[config.mk]
export PLATFORM = sky130hd
export DESIGN_NAME = rtot_timer
export DESIGN_NICKNAME = d
export VERILOG_FILES = /design/src/logic/rtot_pkg.sv /design/src/logic/rtot_timer.sv
export VERILOG_INCLUDE_DIRS = /design/src /design/src/logic
export SDC_FILE = /design/constraint.sdc
export NUM_CORES = 1
export LEC_CHECK = 0
export BUFFER_PORTS_ARGS = -buffer_cell sky130_fd_sc_hd__clkbuf_2
export CAP_MARGIN = 20
export CORE_ASPECT_RATIO = 0.7
export CORE_MARGIN = 1.5
export CORE_UTILIZATION = 30
export CTS_BUF_LIST = sky130_fd_sc_hd__clkbuf_8
export DETAILED_ROUTE_END_ITERATION = 12
export PLACE_DENSITY = 0.55
export SLEW_MARGIN = 25
export SYNTH_ARGS = -nofsm -noshare
export SYNTH_HDL_FRONTEND = slang
export SYNTH_SLANG_ARGS = --single-unit
[constraint.sdc]
create_clock -name clk_i -period 3 [get_ports clk_i]
set_clock_uncertainty 0.2 [all_clocks]
set_input_delay 0.45 -clock clk_i [delete_from_list [all_inputs] [get_ports clk_i]]
set_output_delay 0.45 -clock clk_i [all_outputs]
set_load 0.02 [all_outputs]
[src/logic/rtot_cfg.svh]
// Register offsets, field positions, reset values and counts of the reload timer.
`ifndef RTOT_CFG_SVH
`define RTOT_CFG_SVH
`define RTOT_ADR_CTRL 8'h00
`define RTOT_ADR_COUNT 8'h04
`define RTOT_ADR_RELOAD 8'h08
`define RTOT_ADR_MATCH 8'h0C
`define RTOT_ADR_STATUS 8'h10
`define RTOT_CTRL_EN 0
`define RTOT_CTRL_MODE 1
`define RTOT_CTRL_PSC 3
`define RTOT_CTRL_POL 6
`define RTOT_CTRL_OE 7
`define RTOT_CNT_RST 16'h0000
`define RTOT_RELOAD_RST 16'h0000
`define RTOT_MATCH_RST 16'h0000
`define RTOT_CNT_RESTART 16'h0001
`define RTOT_CNT_MAX 16'hFFFF
`define RTOT_PSC_W 3
`define RTOT_PSC_CNT_W 7
`endif

[src/logic/rtot_pkg.sv]
// Types shared by the reload timer.
package rtot_pkg;
   typedef enum logic [1:0]
   {
      RTOT_ONESHOT = 2'h0,
      RTOT_CONT = 2'h1,
      RTOT_COUNTER = 2'h3,
      RTOT_PWM = 2'h2
   } rtot_mode_t;
endpackage

[src/logic/rtot_timer.sv]
// Reload timer with one-shot, continuous, counter and PWM modes behind a Wishbone slave.
`timescale 1ns/1ps
`include "rtot_cfg.svh"

module rtot_timer
(
   input wire logic clk_i,
   input wire logic rst_i,
   input wire logic wb_cyc_i,
   input wire logic wb_stb_i,
   input wire logic wb_we_i,
   input wire logic [7:0] wb_adr_i,
   input wire logic [3:0] wb_sel_i,
   input wire logic [31:0] wb_dat_i,
   output logic [31:0] wb_dat_o,
   output logic wb_ack_o,
   input wire logic timer_in_i,
   output logic timer_out_o,
   output logic timer_out_en_o,
   output logic irq_o
);

   // ----------------------------------------------------------------
   // Wishbone slave
   // ----------------------------------------------------------------

   logic ack_r;
   logic [31:0] dat_r;
   logic wr;
   logic en_r;
   rtot_pkg::rtot_mode_t mode_r;
   logic [`RTOT_PSC_W-1:0] psc_r;
   logic pol_r;
   logic oe_r;
   logic [15:0] cnt_r;
   logic [15:0] reload_r;
   logic [15:0] match_r;
   logic level_r;
   logic pulse_r;

   // Merges the low two byte lanes of a write into a 16-bit register.
   function automatic logic [15:0] merge16(input logic [15:0] old, input logic [31:0] d, input logic [3:0] s);
      logic [15:0] m;
      m = old;
      if (s[0])
      begin
         m[7:0] = d[7:0];
      end
      if (s[1])
      begin
         m[15:8] = d[15:8];
      end
      return m;
   endfunction

   // A write takes effect at the edge on which ack is seen high.
   assign wr = wb_cyc_i && wb_stb_i && wb_we_i && ack_r;
   assign wb_ack_o = ack_r;
   assign wb_dat_o = dat_r;

   always_ff @(posedge clk_i)
   begin
      if (rst_i)
      begin
         ack_r <= 1'b0;
      end
      else
      begin
         ack_r <= wb_cyc_i && wb_stb_i && !ack_r;
      end
   end

   // Unmapped addresses read as zero and ignore writes.
   always_ff @(posedge clk_i)
   begin
      if (rst_i)
      begin
         dat_r <= 32'h0000_0000;
      end
      else if (wb_cyc_i && wb_stb_i && !ack_r)
      begin
         if (wb_adr_i == `RTOT_ADR_CTRL)
         begin
            dat_r <= {24'h00_0000, oe_r, pol_r, psc_r, mode_r, en_r};
         end
         else if (wb_adr_i == `RTOT_ADR_COUNT)
         begin
            dat_r <= {16'h0000, cnt_r};
         end
         else if (wb_adr_i == `RTOT_ADR_RELOAD)
         begin
            dat_r <= {16'h0000, reload_r};
         end
         else if (wb_adr_i == `RTOT_ADR_MATCH)
         begin
            dat_r <= {16'h0000, match_r};
         end
         else if (wb_adr_i == `RTOT_ADR_STATUS)
         begin
            dat_r <= {30'h0000_0000, timer_out_o, en_r};
         end
         else
         begin
            dat_r <= 32'h0000_0000;
         end
      end
   end

   // ----------------------------------------------------------------
   // Control and data registers
   // ----------------------------------------------------------------

   logic wr_ctrl;
   logic wr_cnt;
   logic start;
   logic tick;
   logic reach;
   logic [15:0] cnt_inc;

   assign wr_ctrl = wr && wb_adr_i == `RTOT_ADR_CTRL && wb_sel_i[0];
   assign wr_cnt = wr && wb_adr_i == `RTOT_ADR_COUNT;
   assign start = wr_ctrl && wb_dat_i[`RTOT_CTRL_EN] && !en_r;
   assign cnt_inc = cnt_r + 16'h0001;

   always_ff @(posedge clk_i)
   begin
      if (rst_i)
      begin
         mode_r <= rtot_pkg::RTOT_ONESHOT;
         psc_r <= 3'h0;
         pol_r <= 1'b0;
         oe_r <= 1'b0;
      end
      else if (wr_ctrl)
      begin
         mode_r <= rtot_pkg::rtot_mode_t'(wb_dat_i[`RTOT_CTRL_MODE +: 2]);
         psc_r <= wb_dat_i[`RTOT_CTRL_PSC +: `RTOT_PSC_W];
         pol_r <= wb_dat_i[`RTOT_CTRL_POL];
         oe_r <= wb_dat_i[`RTOT_CTRL_OE];
      end
   end

   // A software write wins over the one-shot self-disable in the same cycle.
   always_ff @(posedge clk_i)
   begin
      if (rst_i)
      begin
         en_r <= 1'b0;
      end
      else if (wr_ctrl)
      begin
         en_r <= wb_dat_i[`RTOT_CTRL_EN];
      end
      else if (reach && mode_r == rtot_pkg::RTOT_ONESHOT)
      begin
         en_r <= 1'b0;
      end
   end

   always_ff @(posedge clk_i)
   begin
      if (rst_i)
      begin
         reload_r <= `RTOT_RELOAD_RST;
         match_r <= `RTOT_MATCH_RST;
      end
      else if (wr && wb_adr_i == `RTOT_ADR_RELOAD)
      begin
         reload_r <= merge16(reload_r, wb_dat_i, wb_sel_i);
      end
      else if (wr && wb_adr_i == `RTOT_ADR_MATCH)
      begin
         match_r <= merge16(match_r, wb_dat_i, wb_sel_i);
      end
   end

   // ----------------------------------------------------------------
   // Count sources
   // ----------------------------------------------------------------

   logic [`RTOT_PSC_CNT_W-1:0] presc_r;
   logic [`RTOT_PSC_CNT_W-1:0] presc_lim;
   logic in_s1_r;
   logic in_s2_r;
   logic in_s3_r;
   logic edge_hit;

   // Divide by 2 to the power of the prescale field, from 1 to 128.
   assign presc_lim = `RTOT_PSC_CNT_W'((8'h01 << psc_r) - 8'h01);

   always_ff @(posedge clk_i)
   begin
      if (rst_i)
      begin
         presc_r <= 7'h00;
      end
      else if (!en_r || presc_r == presc_lim)
      begin
         presc_r <= 7'h00;
      end
      else
      begin
         presc_r <= presc_r + 7'h01;
      end
   end

   // The pin is synchronised before edge detection; slow inputs are assumed.
   always_ff @(posedge clk_i)
   begin
      if (rst_i)
      begin
         in_s1_r <= 1'b0;
         in_s2_r <= 1'b0;
         in_s3_r <= 1'b0;
      end
      else
      begin
         in_s1_r <= timer_in_i;
         in_s2_r <= in_s1_r;
         in_s3_r <= in_s2_r;
      end
   end

   // Polarity 1 counts rising edges, polarity 0 falling edges.
   assign edge_hit = (in_s2_r != in_s3_r) && (in_s2_r == pol_r);

   always_comb
   begin
      if (!en_r)
      begin
         tick = 1'b0;
      end
      else if (mode_r == rtot_pkg::RTOT_COUNTER)
      begin
         tick = edge_hit;
      end
      else
      begin
         tick = presc_r == presc_lim;
      end
   end

   // The count arriving at the reload value is the time-out event.
   assign reach = tick && cnt_r != reload_r && cnt_inc == reload_r;

   // ----------------------------------------------------------------
   // Counter and output
   // ----------------------------------------------------------------

   // After a time-out the count shows reload for one step, then restarts at 0001h; in one-shot mode it goes straight to 0001h.
   always_ff @(posedge clk_i)
   begin
      if (rst_i)
      begin
         cnt_r <= `RTOT_CNT_RST;
      end
      else if (wr_cnt)
      begin
         cnt_r <= merge16(cnt_r, wb_dat_i, wb_sel_i);
      end
      else if (reach && mode_r == rtot_pkg::RTOT_ONESHOT)
      begin
         cnt_r <= `RTOT_CNT_RESTART;
      end
      else if (tick && cnt_r == reload_r)
      begin
         cnt_r <= `RTOT_CNT_RESTART;
      end
      else if (tick)
      begin
         cnt_r <= cnt_inc;
      end
   end

   always_ff @(posedge clk_i)
   begin
      if (rst_i)
      begin
         irq_o <= 1'b0;
      end
      else
      begin
         irq_o <= reach;
      end
   end

   always_ff @(posedge clk_i)
   begin
      if (rst_i)
      begin
         level_r <= 1'b0;
      end
      else if (start)
      begin
         level_r <= wb_dat_i[`RTOT_CTRL_POL];
      end
      else if (mode_r == rtot_pkg::RTOT_ONESHOT)
      begin
         level_r <= pol_r;
      end
      else if (mode_r == rtot_pkg::RTOT_PWM && reach)
      begin
         level_r <= pol_r;
      end
      else if (mode_r == rtot_pkg::RTOT_PWM && tick && cnt_inc == match_r)
      begin
         level_r <= !pol_r;
      end
      else if (reach && oe_r)
      begin
         level_r <= !level_r;
      end
   end

   always_ff @(posedge clk_i)
   begin
      if (rst_i)
      begin
         pulse_r <= 1'b0;
      end
      else
      begin
         pulse_r <= reach && oe_r && mode_r == rtot_pkg::RTOT_ONESHOT;
      end
   end

   assign timer_out_o = level_r ^ pulse_r;
   assign timer_out_en_o = oe_r;
endmodule

==> results of run 1 <==
flip-flops by register name, indices dropped and copies added (netlist names), 2 cells and up:
signal,flops
reload_r,16
presc_r,7
psc_r,3
cnt_r,16
wb_dat_o,16
match_r,16
mode_r,2
layout by cell type (no fill, tap or decap), types with 16 or more instances in the layout:
master    instances
nor3_1           29
clkbuf_2         51
conb_1           16
xor2_1           18
nand2_1          52
buf_4           116
dfxtp_1          78
nand3_1          26
a21oi_1          44
xnor2_1          33
nor2_1           78
mux2i_1          33
power groups by stage:
stage | Clock, uW | Sequential [uW] | Combinational, uW
after global routing | 950 | 1140 | 140
after global placement | 0 | 1170 | 126
after floorplan | 0 | 1180 | 83.9
final | 883 | 1140 | 128
after detailed placement | 0 | 1170 | 126
after CTS | 911 | 1150 | 127
repair_timing:
action	in CTS	in global routing
hold buffers	0	0
pin swaps	7	31
buffers inserted	7	10
gates resized for setup	18	59
setup endpoints to repair	19	19
worst max path at each step:
stage | slack, ns | depth (start not counted) | to
final | 0.02 | 13 | level_r
after global routing | -0.07 | 12 | cnt_r[0]
after CTS | 0.0002 | 14 | cnt_r[5]
after detailed placement | -0.31 | 10 | cnt_r[0]
after global placement | -0.30 | 12 | level_r
after floorplan | 0.11 | 12 | cnt_r[4]
cell type report:
type / instances / area, sq um
clock buffers: 9 / 123.9
multi-input cells: 525 / 3750
well taps: 236 / 295.3
repair buffers: 179 / 1270
inverters: 13 / 48.80
fillers: 1872 / 10750
flip-flops and latches: 86 / 1739
clock inverters: 7 / 85.08
per-stage QoR:
step                      area (sq um)  total power (uW)  worst slack [ns]  hold slack (ns)
after floorplan                   5612              1259            0.1107           0.2138
after global placement            6623              1299           -0.3014           0.2182
after detailed placement          6623              1299           -0.3092           0.2473
after CTS                         6965              2184         0.0001921          0.07629
after global routing              7312              2234          -0.06830          0.09945
final                             7312              2154           0.02420          0.08223
worst max-delay path: stages, from the launching register on:
cell	delay, ns
dfxtp_4	0.38
ha_4	0.17
nand3_4	0.15
buf_6	0.16
buf_4	0.14
or3_4	0.38
xor2_2	0.16
xnor2_2	0.17
nor3_1	0.20
nand4_1	0.19
buf_4	0.21
o21ai_2	0.10
a21oi_1	0.06
o31ai_2	0.23
routing by layer:
metal | track usage [%] | part of all wire (%) | vias up
met5 | 0 | 0 | -
met4 | 3.904 | 1.3 | 0
met3 | 5.111 | 10 | 21
met2 | 26.50 | 38 | 233
met1 | 29.62 | 51 | 2580
li1 | - | - | 2680
kinds of logic after synthesis:
| group | count (synthesis) | synth area share, % |
|---|---|---|
| fa+ha+maj | 3 | 0.6306 |
| compound gates | 127 | 15.50 |
| xor+xnor | 58 | 9.414 |
| mux | 49 | 10.38 |
| flops | 86 | 30.99 |
| other cells | 1 | 0.06750 |
| simple gates | 272 | 25.43 |
| buf+inv | 78 | 7.590 |
==> results_dict.tcl, run 1 <==
set metrics [dict create \
    outcome "finished, final reports clean" \
    period_share_pct 99.19 \
    first_iter_violations 489 \
    p_sw_share_pct 27.00 \
    ant_nets 0 \
    tightest_slew_ns 0.6330 \
    holdPathEnd "in_s1_r" \
    hold_depth 2 \
    grt_util_all_layers_pct 19.30 \
    clockBufferDepth 2 \
    core_sq_um 18060 \
    insertion_delay_ns 0.38 \
    p_leak_uw 0.003128 \
    max_freq_ghz 0.3360 \
    numCtsBuffers 9 \
    drc_errors 0 \
    overflow 0 \
    r2r-start "cnt_r[1]" \
    fin_cells 1055 \
    cellInternalPower_uw 1572 \
    cts_root_buf "clkbuf_8" \
    hold_violations 0 \
    reg2reg_depth 13 \
    yosysMostFrequentCell "dfxtp_1" \
    gp_congestion 0.9562 \
    cts.sinks 86 \
    cp-start-kind "flop" \
    vias 5514 \
    worstPathArrival_ns 3.07 \
    clk_pin_slew_ns 0.09 \
    cp-end-kind "flop" \
    synth_cell_type_count 76 \
    min_from "timer_in_i" \
    yosysSeqAreaShare_pct 30.99 \
    grt_pass1_wl_mm 28.85 \
    clock_power_share_pct 41.0 \
    fin_crit_ns 2.976 \
    syn_inst 674 \
    row_count 41 \
    maxCapViolCount 0 \
    die_w_microns 165.6 \
    critical_path_class "reg -> reg" \
    cp_max_fo 7 \
    worst_hold_path_type "in -> reg" \
    fin_tns_setup_ns 0 \
    final_util_pct 40.49 \
    nets 866 \
    yosysWarnings 0 \
    regToRegSetupSlack_ns 0.02 \
    wirelength_mm 18.72 \
    drv_slew 0 \
    synth_seq_cells 86 \
    synth_common_cells "dfxtp_1 (86), nor2_1 (80), nand2_1 (52)" \
    finalSetupViolations 0 \
    synth_edf_count 0 \
    seq_power_share_pct 53.1 \
    vias_per_cell 5.227 \
    area_growth_pct 31.62 \
    critPathRequiredTime_ns 3.10 \
    start_util_pct 30.76 \
    grt_pass1_vias 4998 \
    switchingPower_uw 581.5 \
    pwr-share-comb_pct 5.9 \
    dieArea_sq_um 19360 \
    slew_headroom_pct 57.47 \
    syn_area_per_cell_sq_um 8.242 \
    cts_tree "built" \
    grt_max_degree 29 \
    first_pass_iters 6 \
    ctsHtreeMaxLevel 3 \
    synthFlopType "dfxtp_1" \
    io_pins 86 \
    yosysTopAreaCellShare_pct 30.99 \
    dp.cells 1022 \
    powerDensity_nw_per_um2 294.6 \
    peakVddDrop_mv 0.1664 \
    antenna_found_initial 0 \
    critPathLaunch "cnt_r[1]" \
    yosys-top-cells-area "dfxtp_1 (31%), mux2i_1 (6.1%), xnor2_1 (5.7%)" \
    rsz0062_at_grt "true" \
    port_buffers 51 \
    fp.dieH_microns 116.9 \
    hpwl_mm 14.14 \
    post_drt_wl_per_cell_microns 17.75 \
    async_flop_share_pct 0 \
    synth_top_area_cell "dfxtp_1" \
    antenna_cells 0 \
    r2r_end "level_r" \
    drive_gt1_share_pct 33.70 \
    syn-cell-area_sq_um 5555 \
]
(Power assumes the default switching activity.)
==> inputs of run 2 (changes only) <==
--- a/config.mk
+++ b/config.mk
@@ -8,7 +8,6 @@
 export LEC_CHECK = 0
 export BUFFER_PORTS_ARGS = -buffer_cell sky130_fd_sc_hd__clkbuf_2
 export CAP_MARGIN = 20
-export CORE_ASPECT_RATIO = 0.7
 export CORE_MARGIN = 1.5
 export CORE_UTILIZATION = 30
 export CTS_BUF_LIST = sky130_fd_sc_hd__clkbuf_8
==> run 2 against run 1 <==
  * Critical endpoint is now cnt_r[4]
  * Total power increased by 5.9%
  * Flip-flop and latch count unchanged
  * Design area shrank 3.1%
  * Largest power group unchanged
  * Wire length fell by 5.4%
  * Sequential share of layout area rose by 0.85 points
  * Critical path depth unchanged
  * Register-to-register slack better by 0.05 ns
  * Die area is essentially flat
  * Sequential power is essentially flat
  * Critical path type unchanged
  * Via count fell by 1.7%
  * The run now ends with DRC left
==> results_dict.tcl, run 2 (same netlist as run 1, synthesis figures left out) <==
set metrics [dict create \
    fp.dieH_microns 139.1 \
    clock_power_share_pct 44.3 \
    cts_root_buf "clkbuf_8" \
    grt_pass1_wl_mm 27.91 \
    post_drt_wl_per_cell_microns 17.12 \
    port_buffers 51 \
    insertion_delay_ns 0.38 \
    ctsHtreeMaxLevel 3 \
    worstPathArrival_ns 2.98 \
    area_growth_pct 27.55 \
    grt_util_all_layers_pct 18.43 \
    outcome "finished with violations" \
    hold_depth 2 \
    seq_power_share_pct 50.0 \
    maxCapViolCount 0 \
    reg2reg_depth 13 \
    start_util_pct 30.72 \
    period_share_pct 97.56 \
    die_w_microns 139.1 \
    tightest_slew_ns 0.6130 \
    cts.sinks 86 \
    grt_pass1_vias 4997 \
    cp_max_fo 6 \
    row_count 49 \
    drc_errors 5 \
    hpwl_mm 13.31 \
    vias_per_cell 5.240 \
    overflow 0 \
    gp_congestion 0.8987 \
    max_freq_ghz 0.3417 \
    r2r-start "cnt_r[9]" \
    cts_tree "built" \
    io_pins 86 \
    violations "DRC" \
    first_iter_violations 404 \
    whs_ns 0.08862 \
    drive_gt1_share_pct 30.15 \
    fin_crit_ns 2.927 \
    final_cell_mix "buf_4 (105), nor2_1 (80), dfxtp_1 (77), nand2_1 (52), clkbuf_2 (51)" \
    antenna_found_initial 0 \
    powerDensity_nw_per_um2 322.1 \
    cp-start-kind "flop" \
    worst_hold_path_type "in -> reg" \
    dieArea_sq_um 19340 \
    vias 5423 \
    r2r_end "cnt_r[4]" \
    ant_nets 0 \
    critical_path_class "reg -> reg" \
    critPathRequiredTime_ns 3.06 \
    clockBufferDepth 2 \
    peakVddDrop_mv 0.2024 \
    slew_headroom_pct 58.82 \
    wirelength_mm 17.72 \
    antenna_cells 0 \
    p_leak_uw 0.003017 \
    grt_max_degree 28 \
    first_pass_iters 11 \
    finalSetupViolations 0 \
    cellInternalPower_uw 1726 \
    core_sq_um 18090 \
    numCtsBuffers 9 \
    layout_commonest_cell "buf_4" \
    nets 853 \
    cp-end-kind "flop" \
    cts_hold_buf 0 \
    clk_pin_slew_ns 0.10 \
    p_sw_share_pct 24.38 \
    holdPathEnd "in_s1_r" \
    drv_slew 0 \
    min_from "timer_in_i" \
    pwr-share-comb_pct 5.7 \
    regToRegSetupSlack_ns 0.07 \
    p_total_uw 2282 \
    fillCellCount 1889 \
    hold_violations 0 \
    switchingPower_uw 556.3 \
]
==> run 2: cell count changes in the layout (fill, tap and decap cells not counted), sizes merged <==
cell      delta
buf         -13
bufinv       +2
clkinv       -2
clkinvlp     -1
inv          +1
==> run 2: what timing repair did <==
item | CTS | global route
gates resized for setup | 11 | 38
pin swaps | 3 | 16
setup endpoints to repair | 19 | 19
setup buffers | 2 | 11
cloned | 1 | 0
==> run 2: power by group through the flow <==
stage / sequential (uW) / combinational (uW) / clock (uW)
2_1_floorplan: 1180 / 83.9 / 0
3_3_place_gp: 1170 / 128 / 0
3_5_place_dp: 1170 / 129 / 0
4_1_cts: 1150 / 129 / 1040
5_1_grt: 1140 / 140 / 1080
6_report: 1140 / 129 / 1010
==> run 2: cell type report <==
cell class | count | area (sq um) | area share, %
sequential | 86 | 1745 | 24.63
inverter | 13 | 48.80 | 0.6887
clock buffer | 9 | 123.9 | 1.748
clock inverter | 7 | 112.6 | 1.589
timing repair buffer | 166 | 1165 | 16.44
tap | 229 | 286.5 | 4.044
multi-input combinational | 525 | 3603 | 50.86
==> run 2: worst max-delay path, cell delays in order, from the launching register on <==
cell      delay [ns]
dfxtp_4         0.42
nand4_4         0.15
buf_6           0.16
nor4_4          0.30
buf_4           0.16
o22ai_1         0.06
a211oi_1        0.21
nand3b_1        0.15
o31ai_4         0.30
buf_4           0.17
nor3b_4         0.04
buf_4           0.18
a22oi_1         0.18
a21oi_1         0.09
==> run 2: through the flow <==
stage | setup WS [ns] | area [sq um] | setup TNS (ns) | util, % | cells
after global routing | -0.02899 | 7086 | -0.05930 | 39.18 | 1035
after CTS | 0.006443 | 6850 | 0 | 37.88 | 1024
after global placement | -0.2356 | 6551 | -2.016 | 36.22 | 1005
after detailed placement | -0.2273 | 6551 | -2.073 | 36.22 | 1005
final | 0.07321 | 7086 | 0 | 39.18 | 1035
after floorplan | 0.1107 | 5612 | 0 | - | 689
==> run 2: metal layers <==
layer	track usage (%)	part of all wire, %	routed length [microns]
met3	3.280	5.6	984
met4	5.823	1.9	331
met2	29.76	46	8178
met5	0	0	0
met1	24.94	46	8221
==> run 2: how the worst max path moves through the flow <==
| stage | from | end | slack, ns |
|---|---|---|---|
| after floorplan | cnt_r[1] | cnt_r[4] | 0.11 |
| final | cnt_r[9] | cnt_r[4] | 0.07 |
| after global routing | cnt_r[3] | cnt_r[2] | -0.03 |
| after CTS | cnt_r[0] | cnt_r[14] | 0.006 |
| after global placement | cnt_r[1] | cnt_r[0] | -0.24 |
| after detailed placement | cnt_r[1] | cnt_r[0] | -0.23 |
==> inputs of run 3 (changes only) <==
--- a/config.mk
+++ b/config.mk
@@ -6,6 +6,7 @@
 export SDC_FILE = /design/constraint.sdc
 export NUM_CORES = 1
 export LEC_CHECK = 0
+export ABC_AREA = 1
 export BUFFER_PORTS_ARGS = -buffer_cell sky130_fd_sc_hd__clkbuf_2
 export CAP_MARGIN = 20
 export CORE_MARGIN = 1.5
==> run 3 against run 2 <==
  * The run now ends clean
  * Non-clock buffer count fell by 96
  * Global-route usage rose by 0.75 points
  * Flip-flop and latch count did not move
  * Core utilization fell by 4.6 points
  * Die area fell by 2.0%
==> results_dict.tcl, run 3 <==
set metrics [dict create \
    row_count 49 \
    synth_edf_count 0 \
    slew_headroom_pct 58.92 \
    rsz0062_at_grt "false" \
    fillCellCount 2020 \
    async_flop_share_pct 0 \
    layout_commonest_cell "nand2_1" \
    grt_util_all_layers_pct 19.18 \
    critical_path_class "reg -> reg" \
    antenna_found_initial 0 \
    numCtsBuffers 9 \
    cp-end-kind "flop" \
    gp_congestion 0.9043 \
    synth_seq_cells 86 \
    final_cell_mix "nand2_1 (253), inv_1 (108), nor2_1 (90), dfxtp_1 (86), o21ai_0 (73)" \
    fin_crit_ns 2.725 \
    outcome "finished, final reports clean" \
    fin_tns_setup_ns 0 \
    r2r-start "cnt_r[0]" \
    nets 985 \
    fin_cells 1167 \
    final_util_pct 34.60 \
    yosysSeqAreaShare_pct 31.62 \
    critPathLaunch "cnt_r[0]" \
    drc_errors 0 \
    core_sq_um 17900 \
    vias 5666 \
    overflow 0 \
    ctsHtreeMaxLevel 3 \
    hpwl_mm 12.72 \
    crit_path_end "cnt_r[0]" \
    fp.dieH_microns 137.7 \
    die_w_microns 137.7 \
    yosysMostFrequentCell "nand2_1" \
    cp-start-kind "flop" \
    insertion_delay_ns 0.39 \
    p_leak_uw 0.002626 \
    io_pins 86 \
    maxCapViolCount 0 \
    max_freq_ghz 0.3670 \
    grt_pass1_wl_mm 27.72 \
    vias_per_cell 4.855 \
    synthFlopType "dfxtp_1" \
    drv_slew 0 \
    tightest_slew_ns 0.6163 \
    grt_pass1_vias 5308 \
    dieArea_sq_um 18960 \
    clockBufferDepth 2 \
    clk_pin_slew_ns 0.10 \
    first_iter_violations 305 \
    drive_gt1_share_pct 12.05 \
    syn-cell-area_sq_um 5444 \
    antenna_cells 0 \
    yosys-top-cells-area "dfxtp_1 (32%), nand2_1 (17%), inv_1 (7.4%)" \
    syn_area_per_cell_sq_um 6.172 \
    powerDensity_nw_per_um2 375.3 \
    worst_hold_path_type "in -> reg" \
    period_share_pct 90.82 \
    synth_cell_type_count 40 \
    regToRegSetupSlack_ns 0.28 \
    post_drt_wl_per_cell_microns 14.56 \
    yosysTopAreaCellShare_pct 31.62 \
    worstPathArrival_ns 2.84 \
    dp.cells 1151 \
    cts_hold_buf 0 \
    ant_nets 0 \
    critPathRequiredTime_ns 3.11 \
    start_util_pct 30.41 \
    r2r_end "cnt_r[0]" \
    hold_violations 0 \
    synth_common_cells "nand2_1 (253), inv_1 (108), nor2_1 (90)" \
    peakVddDrop_mv 0.4032 \
    wirelength_mm 16.99 \
    area_growth_pct 13.77 \
    yosysWarnings 0 \
    reg2reg_depth 16 \
    cp_max_fo 11 \
    finalSetupViolations 0 \
    cts_root_buf "clkbuf_8" \
    syn_inst 882 \
    cts.sinks 86 \
    synth_top_area_cell "dfxtp_1" \
    cts_tree "built" \
    port_buffers 51 \
    grt_max_degree 44 \
    first_pass_iters 4 \
]
run 3: layer usage:
metal	wire (microns)	GRT usage [%]	part of all wire (%)
met5	0	0	0
met1	8454	26.37	50
met4	369	6.887	2.2
met3	570	2.502	3.4
met2	7592	30.64	45
run 3: cell type report:
| class | count | area (sq um) | share of cell area [%] |
|---|---|---|---|
| Clock buffer | 10 | 137.6 | 2.222 |
| Clock inverter | 6 | 116.4 | 1.879 |
| Inverter | 117 | 439.2 | 7.091 |
| Multi-Input combinational cell | 649 | 3082 | 49.76 |
| Sequential cell | 86 | 1722 | 27.80 |
| Tap cell | 229 | 286.5 | 4.626 |
| Timing Repair Buffer | 70 | 410.4 | 6.626 |
run 3: worst min-delay path by stage:
stage,end,depth (start not counted),slack [ns],from
after floorplan,in_s2_r,2,0.19,in_s1_r
after global placement,in_s2_r,2,0.19,in_s1_r
after detailed placement,in_s2_r,2,0.20,in_s1_r
after CTS,in_s1_r,3,0.03,timer_in_i
after global routing,in_s1_r,3,0.04,timer_in_i
final,in_s1_r,3,0.04,timer_in_i
run 3: critical path, cell delays in order (launching register included):
cell,delay [ns]
dfxtp_1,0.42
ha_2,0.27
nand3_1,0.17
nor2_4,0.17
nand2_1,0.17
xor2_1,0.24
nand2_1,0.08
nor2_1,0.11
nand3_2,0.12
nor2_2,0.14
nand2_2,0.08
nand2_2,0.08
nor2_4,0.04
buf_12,0.15
nand2_1,0.05
nand2_1,0.04
a21oi_1,0.12
run 3: what timing repair did:
item,CTS,global route
setup buffers,0,0
gates resized for setup,0,1
endpoints found under the setup margin,0,2
run 3: logic make-up (layout without fill, tap and decap cells):
| family | Yosys count | after routing | synth area share (%) |
|---|---|---|---|
| compound gates | 175 | 175 | 17.83 |
| xor+xnor | 12 | 12 | 1.931 |
| other cells | 1 | 16 | 0.06888 |
| simple gates | 444 | 444 | 35.23 |
| fa+ha+maj | 2 | 2 | 0.4596 |
| flops | 86 | 86 | 31.62 |
| buf+inv | 162 | 203 | 12.85 |
run 3: report_power, final:
group	switching (uW)	internal (uW)	leakage, uW	total (uW)
Combinational	83.8	32.3	0.00181	116
Clock	480	582	0.000127	1060
Sequential	2.40	1140	0.000693	1150
Total	566	1760	0.00263	2320
run 3: metrics by stage:
step	setup slack, ns	power [uW]	cell area (sq um)	hold slack, ns
after floorplan	0.7107	1249	5500	0.1883
after global placement	0.2553	1291	5937	0.1928
final	0.2753	2325	6193	0.03505
after CTS	0.2276	2346	6191	0.02564
after detailed placement	0.2608	1290	5937	0.1954
after global routing	0.03207	2403	6193	0.04157
